$ cat src/logic/csd_pkg.sv
// Notes on behaviour
// - An instruction word with upper byte 0110010a is the greater-than compare-and-skip, low byte the file address.
// - An instruction word with upper byte 0110000a is the less-than compare-and-skip, low byte the file address.
// - The greater-than compare subtracts W from the operand unsigned and skips the fetched next instruction when the operand is larger.
// - The less-than compare subtracts W from the operand unsigned and skips the fetched next instruction when the operand is smaller.
// - Access bit 0 addresses the access bank, access bit 1 forms the address from the bank select register.
// - Access bit 0 with the extended set enabled and address at most 95 uses indexed literal offset addressing.
// - A compare is one word and takes one cycle, two on a skip, three when the skipped instruction is two words.
// - A skip adds one idle cycle of four idle quarter-phases, two idle cycles for a two-word skipped instruction.
// - Decimal adjust adds 6 to the low nibble of W when it exceeds 9 or digit carry is set, else leaves it.
// - Decimal adjust adds 6 to the high nibble of W and sets carry when it exceeds 9 or carry is set, else leaves it.
// - Decimal adjust works on each nibble of W separately; a carry out of the low nibble adjust is not added into the high nibble.
package csd_pkg;

  // ----------------------------------------------------------------
  // Register map (byte addresses)
  // ----------------------------------------------------------------
  localparam logic [4:0] CTRL_OFS = 5'h00;
  localparam logic [4:0] INSTR_OFS = 5'h04;
  localparam logic [4:0] WORKING_OFS = 5'h08;
  localparam logic [4:0] BANK_OFS = 5'h0C;
  localparam logic [4:0] STATUS_OFS = 5'h10;
  localparam logic [4:0] OPERAND_OFS = 5'h14;
  localparam logic [4:0] INDEX_OFS = 5'h18;
  localparam logic [4:0] RESULT_OFS = 5'h1C;

  // ----------------------------------------------------------------
  // Fields and encodings
  // ----------------------------------------------------------------
  localparam int CTRL_EXT_BIT = 0;
  localparam int CTRL_TWO_WORD_BIT = 1;
  localparam logic [6:0] OPC_GREATER = 7'h32;
  localparam logic [6:0] OPC_LESS = 7'h30;
  localparam logic [15:0] OPC_DECIMAL_ADJUST = 16'h0007;
  localparam logic [7:0] INDEXED_MAX = 8'h5F;
  localparam logic [7:0] ACCESS_SPLIT = 8'h60;
  localparam logic [3:0] ACCESS_HIGH_PAGE = 4'hF;
  localparam logic [3:0] BCD_MAX = 4'h9;
  localparam logic [3:0] BCD_FIX = 4'h6;
  localparam int PHASES = 4;
  localparam logic [1:0] LAST_PHASE = 2'(PHASES - 1);

  // ----------------------------------------------------------------
  // Reset values
  // ----------------------------------------------------------------
  localparam logic [7:0] WORKING_RST = 8'h00;
  localparam logic [3:0] BANK_RST = 4'h0;
  localparam logic [11:0] INDEX_RST = 12'h000;

  typedef enum logic [1:0] {
    ST_IDLE = 2'b00,
    ST_EXEC = 2'b01,
    ST_SKIP = 2'b10
  } csd_state_e;

  typedef struct packed {
    logic n;
    logic ov;
    logic z;
    logic dc;
    logic c;
  } csd_status_s;

  typedef struct packed {
    logic unknown;
    logic busy;
    logic skipped;
    logic access_bank;
    logic indexed;
    logic [11:0] addr;
  } csd_result_s;

endpackage

$ cat src/logic/csd_core.sv
`timescale 1ns/1ps
module csd_core (
  // Clock and reset
  input wire logic ref_clk,
  input wire logic rst,
  // Avalon-MM slave
  input wire logic [4:0] avs_address,
  input wire logic avs_read,
  input wire logic avs_write,
  input wire logic [31:0] avs_writedata,
  output logic [31:0] avs_readdata,
  output logic avs_waitrequest,
  // Core view
  output logic busy,
  output logic [1:0] q_phase,
  output logic nop_substitute,
  output logic [11:0] mem_addr
);

  // ----------------------------------------------------------------
  // Helpers
  // ----------------------------------------------------------------
  function automatic logic [8:0] decimal_adjust(input logic [7:0] w,
                                                input logic dc,
                                                input logic c);
    logic [3:0] lo;
    logic [3:0] hi;
    logic cy;
    lo = w[3:0];
    hi = w[7:4];
    cy = c;
    if (lo > csd_pkg::BCD_MAX || dc)
      lo = lo + csd_pkg::BCD_FIX;
    if (hi > csd_pkg::BCD_MAX || c)
    begin
      hi = hi + csd_pkg::BCD_FIX;
      cy = 1'b1;
    end
    return {cy, hi, lo};
  endfunction

  // ----------------------------------------------------------------
  // State
  // ----------------------------------------------------------------
  csd_pkg::csd_state_e state_q;
  logic [1:0] phase_q;
  logic [1:0] idle_left_q;
  logic ext_en_q;
  logic two_word_q;
  logic [15:0] instr_q;
  logic [7:0] working_q;
  logic [3:0] bank_q;
  csd_pkg::csd_status_s status_q;
  logic [7:0] operand_q;
  logic [11:0] index_q;
  csd_pkg::csd_result_s result_q;
  logic wait_q;
  logic [31:0] rdata_q;

  logic req;
  logic instr_wr_blocked;
  logic wr_en;
  logic start;
  logic is_gt;
  logic is_lt;
  logic is_daw;
  logic access_bit;
  logic [7:0] f_addr;
  logic take_skip;
  logic [8:0] daw_res;
  logic [11:0] ea;
  logic ea_indexed;
  logic exec_end;
  logic busy_d;

  assign req = avs_read | avs_write;
  // New instructions wait until the previous one, idle cycles included,
  // has retired; the stall shows as a held waitrequest.
  assign instr_wr_blocked = avs_write && avs_address == csd_pkg::INSTR_OFS
                            && state_q != csd_pkg::ST_IDLE;
  assign wr_en = avs_write && !wait_q;
  assign start = wr_en && avs_address == csd_pkg::INSTR_OFS;

  assign is_gt = instr_q[15:9] == csd_pkg::OPC_GREATER;
  assign is_lt = instr_q[15:9] == csd_pkg::OPC_LESS;
  assign is_daw = instr_q == csd_pkg::OPC_DECIMAL_ADJUST;
  assign access_bit = instr_q[8];
  assign f_addr = instr_q[7:0];
  assign daw_res = decimal_adjust(working_q, status_q.dc, status_q.c);
  assign exec_end = state_q == csd_pkg::ST_EXEC
                    && phase_q == csd_pkg::LAST_PHASE;

  // Unsigned compare; the difference itself is never stored
  assign take_skip = (is_gt && operand_q > working_q)
                     || (is_lt && operand_q < working_q);

  // Busy tracks the sequencer's next state, so it spans exactly the
  // instruction cycle and its idle cycles: 4, 8 or 12 clocks
  assign busy_d = start
                  || (state_q == csd_pkg::ST_EXEC && !exec_end)
                  || (exec_end && take_skip)
                  || (state_q == csd_pkg::ST_SKIP
                      && !(phase_q == csd_pkg::LAST_PHASE
                           && idle_left_q == 2'h1));

  // ----------------------------------------------------------------
  // Operand address formation
  // ----------------------------------------------------------------
  always_comb
  begin
    ea_indexed = 1'b0;
    if (access_bit)
      ea = {bank_q, f_addr};
    else if (ext_en_q && f_addr <= csd_pkg::INDEXED_MAX)
    begin
      ea = index_q + {4'h0, f_addr};
      ea_indexed = 1'b1;
    end
    else if (f_addr < csd_pkg::ACCESS_SPLIT)
      ea = {4'h0, f_addr};
    else
      ea = {csd_pkg::ACCESS_HIGH_PAGE, f_addr};
  end

  // ----------------------------------------------------------------
  // Instruction sequencer
  // ----------------------------------------------------------------
  always_ff @(posedge ref_clk or posedge rst)
  begin
    if (rst)
    begin
      state_q <= csd_pkg::ST_IDLE;
      phase_q <= 2'h0;
      idle_left_q <= 2'h0;
    end
    else
    begin
      case (state_q)
        csd_pkg::ST_IDLE:
        begin
          phase_q <= 2'h0;
          if (start)
            state_q <= csd_pkg::ST_EXEC;
        end
        csd_pkg::ST_EXEC:
        begin
          phase_q <= phase_q + 2'h1;
          if (phase_q == csd_pkg::LAST_PHASE)
          begin
            if (take_skip)
            begin
              state_q <= csd_pkg::ST_SKIP;
              idle_left_q <= two_word_q ? 2'h2 : 2'h1;
            end
            else
              state_q <= csd_pkg::ST_IDLE;
          end
        end
        csd_pkg::ST_SKIP:
        begin
          phase_q <= phase_q + 2'h1;
          if (phase_q == csd_pkg::LAST_PHASE)
          begin
            idle_left_q <= idle_left_q - 2'h1;
            if (idle_left_q == 2'h1)
              state_q <= csd_pkg::ST_IDLE;
          end
        end
        default:
          state_q <= csd_pkg::ST_IDLE;
      endcase
    end
  end

  // ----------------------------------------------------------------
  // Result capture
  // ----------------------------------------------------------------
  always_ff @(posedge ref_clk or posedge rst)
  begin
    if (rst)
      result_q <= '0;
    else
    begin
      result_q.busy <= busy_d;
      if (start)
      begin
        result_q.skipped <= 1'b0;
        result_q.unknown <= 1'b0;
      end
      else if (exec_end)
      begin
        result_q.skipped <= take_skip;
        result_q.unknown <= !(is_gt || is_lt || is_daw);
        if (is_gt || is_lt)
        begin
          result_q.addr <= ea;
          result_q.indexed <= ea_indexed;
          result_q.access_bank <= !access_bit;
        end
      end
    end
  end

  // ----------------------------------------------------------------
  // Working register and status
  // ----------------------------------------------------------------
  // The adjust retires at the last phase and takes priority over a bus
  // write landing on the same edge.
  always_ff @(posedge ref_clk or posedge rst)
  begin
    if (rst)
      working_q <= csd_pkg::WORKING_RST;
    else if (exec_end && is_daw)
      working_q <= daw_res[7:0];
    else if (wr_en && avs_address == csd_pkg::WORKING_OFS)
      working_q <= avs_writedata[7:0];
  end

  always_ff @(posedge ref_clk or posedge rst)
  begin
    if (rst)
      status_q <= '0;
    else if (exec_end && is_daw)
      status_q.c <= daw_res[8];
    else if (wr_en && avs_address == csd_pkg::STATUS_OFS)
      status_q <= avs_writedata[4:0];
  end

  // ----------------------------------------------------------------
  // Software registers
  // ----------------------------------------------------------------
  always_ff @(posedge ref_clk or posedge rst)
  begin
    if (rst)
    begin
      ext_en_q <= 1'b0;
      two_word_q <= 1'b0;
      instr_q <= 16'h0000;
      bank_q <= csd_pkg::BANK_RST;
      operand_q <= 8'h00;
      index_q <= csd_pkg::INDEX_RST;
    end
    else if (wr_en)
    begin
      if (avs_address == csd_pkg::CTRL_OFS)
      begin
        ext_en_q <= avs_writedata[csd_pkg::CTRL_EXT_BIT];
        two_word_q <= avs_writedata[csd_pkg::CTRL_TWO_WORD_BIT];
      end
      else if (avs_address == csd_pkg::INSTR_OFS)
        instr_q <= avs_writedata[15:0];
      else if (avs_address == csd_pkg::BANK_OFS)
        bank_q <= avs_writedata[3:0];
      else if (avs_address == csd_pkg::OPERAND_OFS)
        operand_q <= avs_writedata[7:0];
      else if (avs_address == csd_pkg::INDEX_OFS)
        index_q <= avs_writedata[11:0];
    end
  end

  // ----------------------------------------------------------------
  // Bus handshake and read data
  // ----------------------------------------------------------------
  always_ff @(posedge ref_clk or posedge rst)
  begin
    if (rst)
      wait_q <= 1'b1;
    else
      wait_q <= !(req && wait_q && !instr_wr_blocked);
  end

  always_ff @(posedge ref_clk or posedge rst)
  begin
    if (rst)
      rdata_q <= 32'h0000_0000;
    else if (avs_read && wait_q)
    begin
      if (avs_address == csd_pkg::CTRL_OFS)
        rdata_q <= {30'h0, two_word_q, ext_en_q};
      else if (avs_address == csd_pkg::INSTR_OFS)
        rdata_q <= {16'h0000, instr_q};
      else if (avs_address == csd_pkg::WORKING_OFS)
        rdata_q <= {24'h000000, working_q};
      else if (avs_address == csd_pkg::BANK_OFS)
        rdata_q <= {28'h0000000, bank_q};
      else if (avs_address == csd_pkg::STATUS_OFS)
        rdata_q <= {27'h0000000, status_q};
      else if (avs_address == csd_pkg::OPERAND_OFS)
        rdata_q <= {24'h000000, operand_q};
      else if (avs_address == csd_pkg::INDEX_OFS)
        rdata_q <= {20'h00000, index_q};
      else if (avs_address == csd_pkg::RESULT_OFS)
        rdata_q <= {15'h0000, result_q};
      else
        rdata_q <= 32'h0000_0000;
    end
  end

  // ----------------------------------------------------------------
  // Core view outputs
  // ----------------------------------------------------------------
  always_ff @(posedge ref_clk or posedge rst)
  begin
    if (rst)
    begin
      q_phase <= 2'h0;
      nop_substitute <= 1'b0;
      mem_addr <= 12'h000;
    end
    else
    begin
      q_phase <= phase_q;
      nop_substitute <= state_q == csd_pkg::ST_SKIP;
      if (state_q == csd_pkg::ST_EXEC)
        mem_addr <= ea;
    end
  end

  assign avs_waitrequest = wait_q;
  assign avs_readdata = rdata_q;
  assign busy = result_q.busy;

endmodule

$ cat config.mk
export PLATFORM = sky130hd
export DESIGN_NAME = csd_core
export DESIGN_NICKNAME = d
export VERILOG_FILES = /design/src/logic/csd_pkg.sv /design/src/logic/csd_core.sv
export SDC_FILE = /design/constraint.sdc
export NUM_CORES = 1
export LEC_CHECK = 0
export BUFFER_PORTS_ARGS = -buffer_cell sky130_fd_sc_hd__buf_2
export CELL_PAD_IN_SITES_DETAIL_PLACEMENT = 1
export CELL_PAD_IN_SITES_GLOBAL_PLACEMENT = 1
export CORE_MARGIN = 1
export CORE_UTILIZATION = 48
export DETAILED_ROUTE_END_ITERATION = 12
export PLACE_DENSITY = 0.83
export SYNTH_ARGS = -nofsm -noshare
export SYNTH_HDL_FRONTEND = slang
export SYNTH_SLANG_ARGS = --single-unit
$ cat constraint.sdc
create_clock -name ref_clk -period 10 [get_ports ref_clk]
set_input_delay 1.5 -clock ref_clk [delete_from_list [all_inputs] [get_ports ref_clk]]
set_output_delay 1.5 -clock ref_clk [all_outputs]
set_load 0.005 [all_outputs]
# Yosys cells after proc, flatten, opt, wreduce, memory -nomap -nowiden
# Cells that the tools add are included.
[classes] n_reduce_logical=54 n_eq_ne=21 n_mux=37 bitwise=7 addsub=5 magnitude_cmp=6
[op_table] operator="$mux 17" count=8
[op_table] operator="$mux 12" count=3
[op_table] operator="$eq 5x5->1 const B" count=4
[op_table] operator="$logic_and 1x1->1" count=18
[op_table] operator="$mux 2" count=9
[op_table] operator="$eq 16x3->1 const B" count=1
[op_table] operator="$mux 8" count=2
[op_table] operator="$mux 15" count=1
[op_table] operator="$eq 7x6->1 const B" count=2
[op_table] operator="$mux 14" count=1
[op_table] operator="$ne 2x2->1 const B" count=7
[op_table] operator="$add 12x8->12" count=1
[op_table] operator="$reduce_and 4->1" count=3
[op_table] operator="$reduce_bool 2->1" count=6
[op_table] operator="$eq 5x4->1 const B" count=2
[op_table] operator="$reduce_and 2->1" count=5
[op_table] operator="$add 4x3->4 const B" count=2
[op_table] operator="$gt 4x4->1 const B" count=2
[op_table] operator="$gt 8x8->1" count=1
[op_table] operator="$le 8x7->1 const B" count=1
[op_table] operator="$logic_or 1x1->1" count=8
[op_table] operator="$lt 8x7->1 const B" count=1
[op_table] operator="$lt 8x8->1" count=1
[op_table] operator="$mux 1" count=8
[op_table] operator="other kinds (17)" count=33
[word_totals] inputBits=41 wordCells=157 reg_bits=126

# Depth between registers and ports, before layout
[depth] word_depth=9 mapped_depth=10 mapped_depth_nobuf=9

# Least setup slack after synthesis
# No wires, ideal clock.
[synth_timing] path_kind="input to register" startpoint="in avs_address[4]" endpoint="reg result_q[10] (netlist name)" cell_stages=6 path_buffers=1 arrival_time_ps=2751 required_time_ps=9875 setup_slack_ps=7125 cell_sequence="nor3_1 > and2_1 > buf_2 > nand2_1 > nand2_1 > mux2_2"
[synth_via] elab_chain_len=4
[synth_lines] element="start: declaration" line_no="csd_core.sv:7" rtl="input wire logic [4:0] avs_address,"
[synth_lines] element="$eq 5x3->1" line_no="csd_core.sv:82" rtl="assign start = wr_en && avs_address == csd_pkg::INSTR_OFS;"
[synth_lines] element="$logic_and 1x1->1" line_no="csd_core.sv:82"
[synth_lines] element="$not 1->1 (no source line)"
[synth_lines] element="$reduce_and 3->1 (no source line)"
[synth_lines] element="end: declaration" line_no="csd_core.sv:56" rtl="csd_pkg::csd_result_s result_q;"
# No other way between the ends.
# A chain may end at the register's enable or synchronous reset.

# Worst setup path after layout
[layout_timing] startpoint="in avs_address[2]" endpoint="reg result_q[10] (netlist name)"
# Same word-level chain as after synthesis.

==> impl_metrics.json <==
{
  "seqPwrFrac_pct": 46.7,
  "placed_cells": 775,
  "p_int_uw": 831.8,
  "avgSynthCellArea_um2": 9.949,
  "vias": 4701,
  "synth_edf_count": 0,
  "grt_pass1_vias": 5075,
  "crit_required_ns": 10.24,
  "pwr-share-clk_pct": 30.7,
  "ant_nets": 0,
  "startpoint": "avs_address[2]",
  "gp_congestion": 0.8793,
  "swShare_pct": 32.84,
  "start_util_pct": 49.28,
  "viasPerCell": 5.943,
  "rsz0062_at_grt": "false",
  "clkTransAtPathRegs_ns": 0.07,
  "syn_inst": 595,
  "ys_types": 57,
  "avgRoutedWirePerCell_um": 21.29,
  "max_stage_delay_ns": 0.81,
  "synthArstFlopShare_pct": 100.0,
  "cts_buffer_depth": 2,
  "drive_gt1_share_pct": 21.12,
  "cts_hold_buffers": 0,
  "fmax_mhz": 205.8,
  "startpoint_type": "primary input",
  "hp-class": "reg2reg",
  "io_buffers": 58,
  "cts_setup_buffers": 0,
  "power.leakage_nw": 3.148,
  "fin_nets": 705,
  "antenna_found_initial": 0,
  "setup_tns_ns": 0,
  "io_pins": 90,
  "fin_util_pct": 54.42,
  "cp_common_cell": "nand2_1",
  "clock_sink_count": 111,
  "skew_ns": 0.01508,
  "fp.dieW_um": 113.1,
  "pwr_density_cell_nw_per_um2": 189.5,
  "syn2layout_area_growth_pct": 10.42,
  "clk_latency_ns": 0.36,
  "detail_route.iter0.violations": 306,
  "finalWorstPathRequiredPeriod_ns": 4.859,
  "cap_violations": 0,
  "combPwrFrac_pct": 22.6,
  "cts_resized": 0,
  "yosysSeqAreaShare_pct": 46.95,
  "track_usage_pct": 27.91,
  "die_area_um2": 12780,
  "h-tree-depth": 3,
  "rr_startpoint": "state_q[1]",
  "grt.overflow.total": 0,
  "route.detailed.drc": 0,
  "p_sw_uw": 406.7,
  "rr_endpoint": "result_q[10]",
  "drtPass1Iterations": 4,
  "slew_headroom_pct": 38.21,
  "fin_ws_ns": 5.141,
  "slew_viol_final": 0,
  "grt_pass1_wl_um": 27090,
  "ir_drop_uv": 82.84,
  "outcome": "finished, final reports clean",
  "die_h_um": 113.1,
  "yosys_warnings": 0,
  "core-area_um2": 12010,
  "cts_made_buffers": 9,
  "cp_cell_sequence": "buf_2 -> nor2b_1 -> and2_1 -> nand2_1 -> nand2_1 -> mux2_2",
  "rrSetupSlack_ns": 7.03,
  "criticalPathCategory": "in2reg",
  "crit_path_max_fanout": 31,
  "fin_crit_sh_pct": 48.59,
  "netlist_area_um2": 5919,
  "rows": 40,
  "antennaDiodeCount": 0,
  "dp_hpwl_um": 11980,
  "worst_slew_pin_slew_ns": 0.9269,
  "crit_end": "result_q[10]",
  "cts-root-buf": "clkbuf_16",
  "reg2reg_depth": 6,
  "endpoint_kind": "register",
  "ys_ff_latch": 111,
  "setup_viol": 0,
  "fin_cells": 791,
  "grt_max_degree": 73,
  "hold_viol_final": 0,
  "totalWireLength_um": 16840,
  "ys.flop_type": "dfrtp_1",
  "cts_tree": "done",
  "pre_cts_ws_ns": 4.959,
  "critPathSlowestCell": "nand2_1",
  "crit_arrival_ns": 5.09
}
[per-layer routing]
metal,GRT usage (%),wire length [um],part of all wire [%],vias to the layer above
met3,4.339,708,4.2,29
met4,10.70,367,2.2,0
li1,-,-,-,2158
met2,48.18,8558,51,126
met5,0,0,0,-
met1,35.36,7205,43,2388
[cells by family after synthesis]
kind of cell / share of synthesized area (%)
fa+ha+maj: 5.411
simple gates: 14.35
flops: 46.95
buf+inv: 5.348
other cells: 0.06335
xor+xnor: 1.184
compound gates: 15.79
mux: 10.91
[worst max-delay path: cells and delay by family]
family	cells	cell delay (ns)
multiplexers	1	0.42
buffers and inverters	1	0.54
AND/OR/NAND/NOR	4	2.60
[area by class of cell]
cell class	count	area, um2
timing repair buffer	60	305.3
clock buffer	10	229.0
fill	1397	5475
inverter	22	85.08
clock inverter	6	77.57
multi-input combinational	435	2877
tap	147	183.9
sequential	111	2779
[cells in the final DEF, fill, tap and decap left out, drive strengths merged, types with 5 or more instances in the layout]
cell and count:
a31oi 5, mux2 46, nor2b 7, nand2 105, a21oi 43, xnor2 7, inv 25, clkbuf 10
mux2i 6, o21ai 48, a211oi 6, nor3 7, conb 15, dfrtp 110, nand3 8, nand2b 6
buf 60, ha 24, a22oi 19, o22a 5, nor2 27
[stage by stage]
| stage | hold slack [ns] | area, um2 | total power, mW |
|---|---|---|---|
| after global placement | 0.3884 | 6230 | 0.8407 |
| after global routing | 0.4368 | 6536 | 1.300 |
| after CTS | 0.4232 | 6536 | 1.246 |
| final | 0.4134 | 6536 | 1.239 |
| after detailed placement | 0.4054 | 6230 | 0.8624 |
| after floorplan | 0.3774 | 5972 | 0.7537 |
[flip-flops by register name, indices dropped and copies added, names as in the netlist]
signal,count
state_q,2
instr_q,16
busy,1
working_q,8
operand_q,8
idle_left_q,2
two_word_q,1
mem_addr,12
nop_substitute,1
bank_q,4
avs_waitrequest,1
q_phase,2
result_q,16
index_q,12
status_q,5
phase_q,2
avs_readdata,17
ext_en_q,1
[worst min-delay path by stage]
stage	startpoint	endpoint	slack, ns	depth (start not counted)
floorplan	phase_q[1]	q_phase[1]	0.38	0
global placement	phase_q[1]	q_phase[1]	0.39	0
detailed placement	phase_q[1]	q_phase[1]	0.41	0
CTS	phase_q[1]	q_phase[1]	0.42	0
global route	phase_q[1]	q_phase[1]	0.44	0
finish	phase_q[1]	q_phase[1]	0.41	0
[power groups by stage]
| stage | Sequential (mW) | Combinational, mW | Clock, mW |
|---|---|---|---|
| floorplan | 0.567 | 0.187 | 0 |
| global placement | 0.580 | 0.261 | 0 |
| detailed placement | 0.585 | 0.278 | 0 |
| CTS | 0.578 | 0.282 | 0.386 |
| global route | 0.587 | 0.314 | 0.399 |
| finish | 0.579 | 0.280 | 0.380 |
[cells in the mapped netlist, drive strengths merged (8+ instances only)]
cell    count  area [um2]
a21oi      43       215.2
o21ai      48       240.2
a22oi      19       142.6
dfrtp     110        2753
ha         24       300.3
buf        25       173.9
nand2     105       394.1
inv        22       82.58
nor2       27       101.4
nand3       8       40.04
mux2       46       518.0
clkbuf     16       60.06
(Power assumes the default switching activity.)
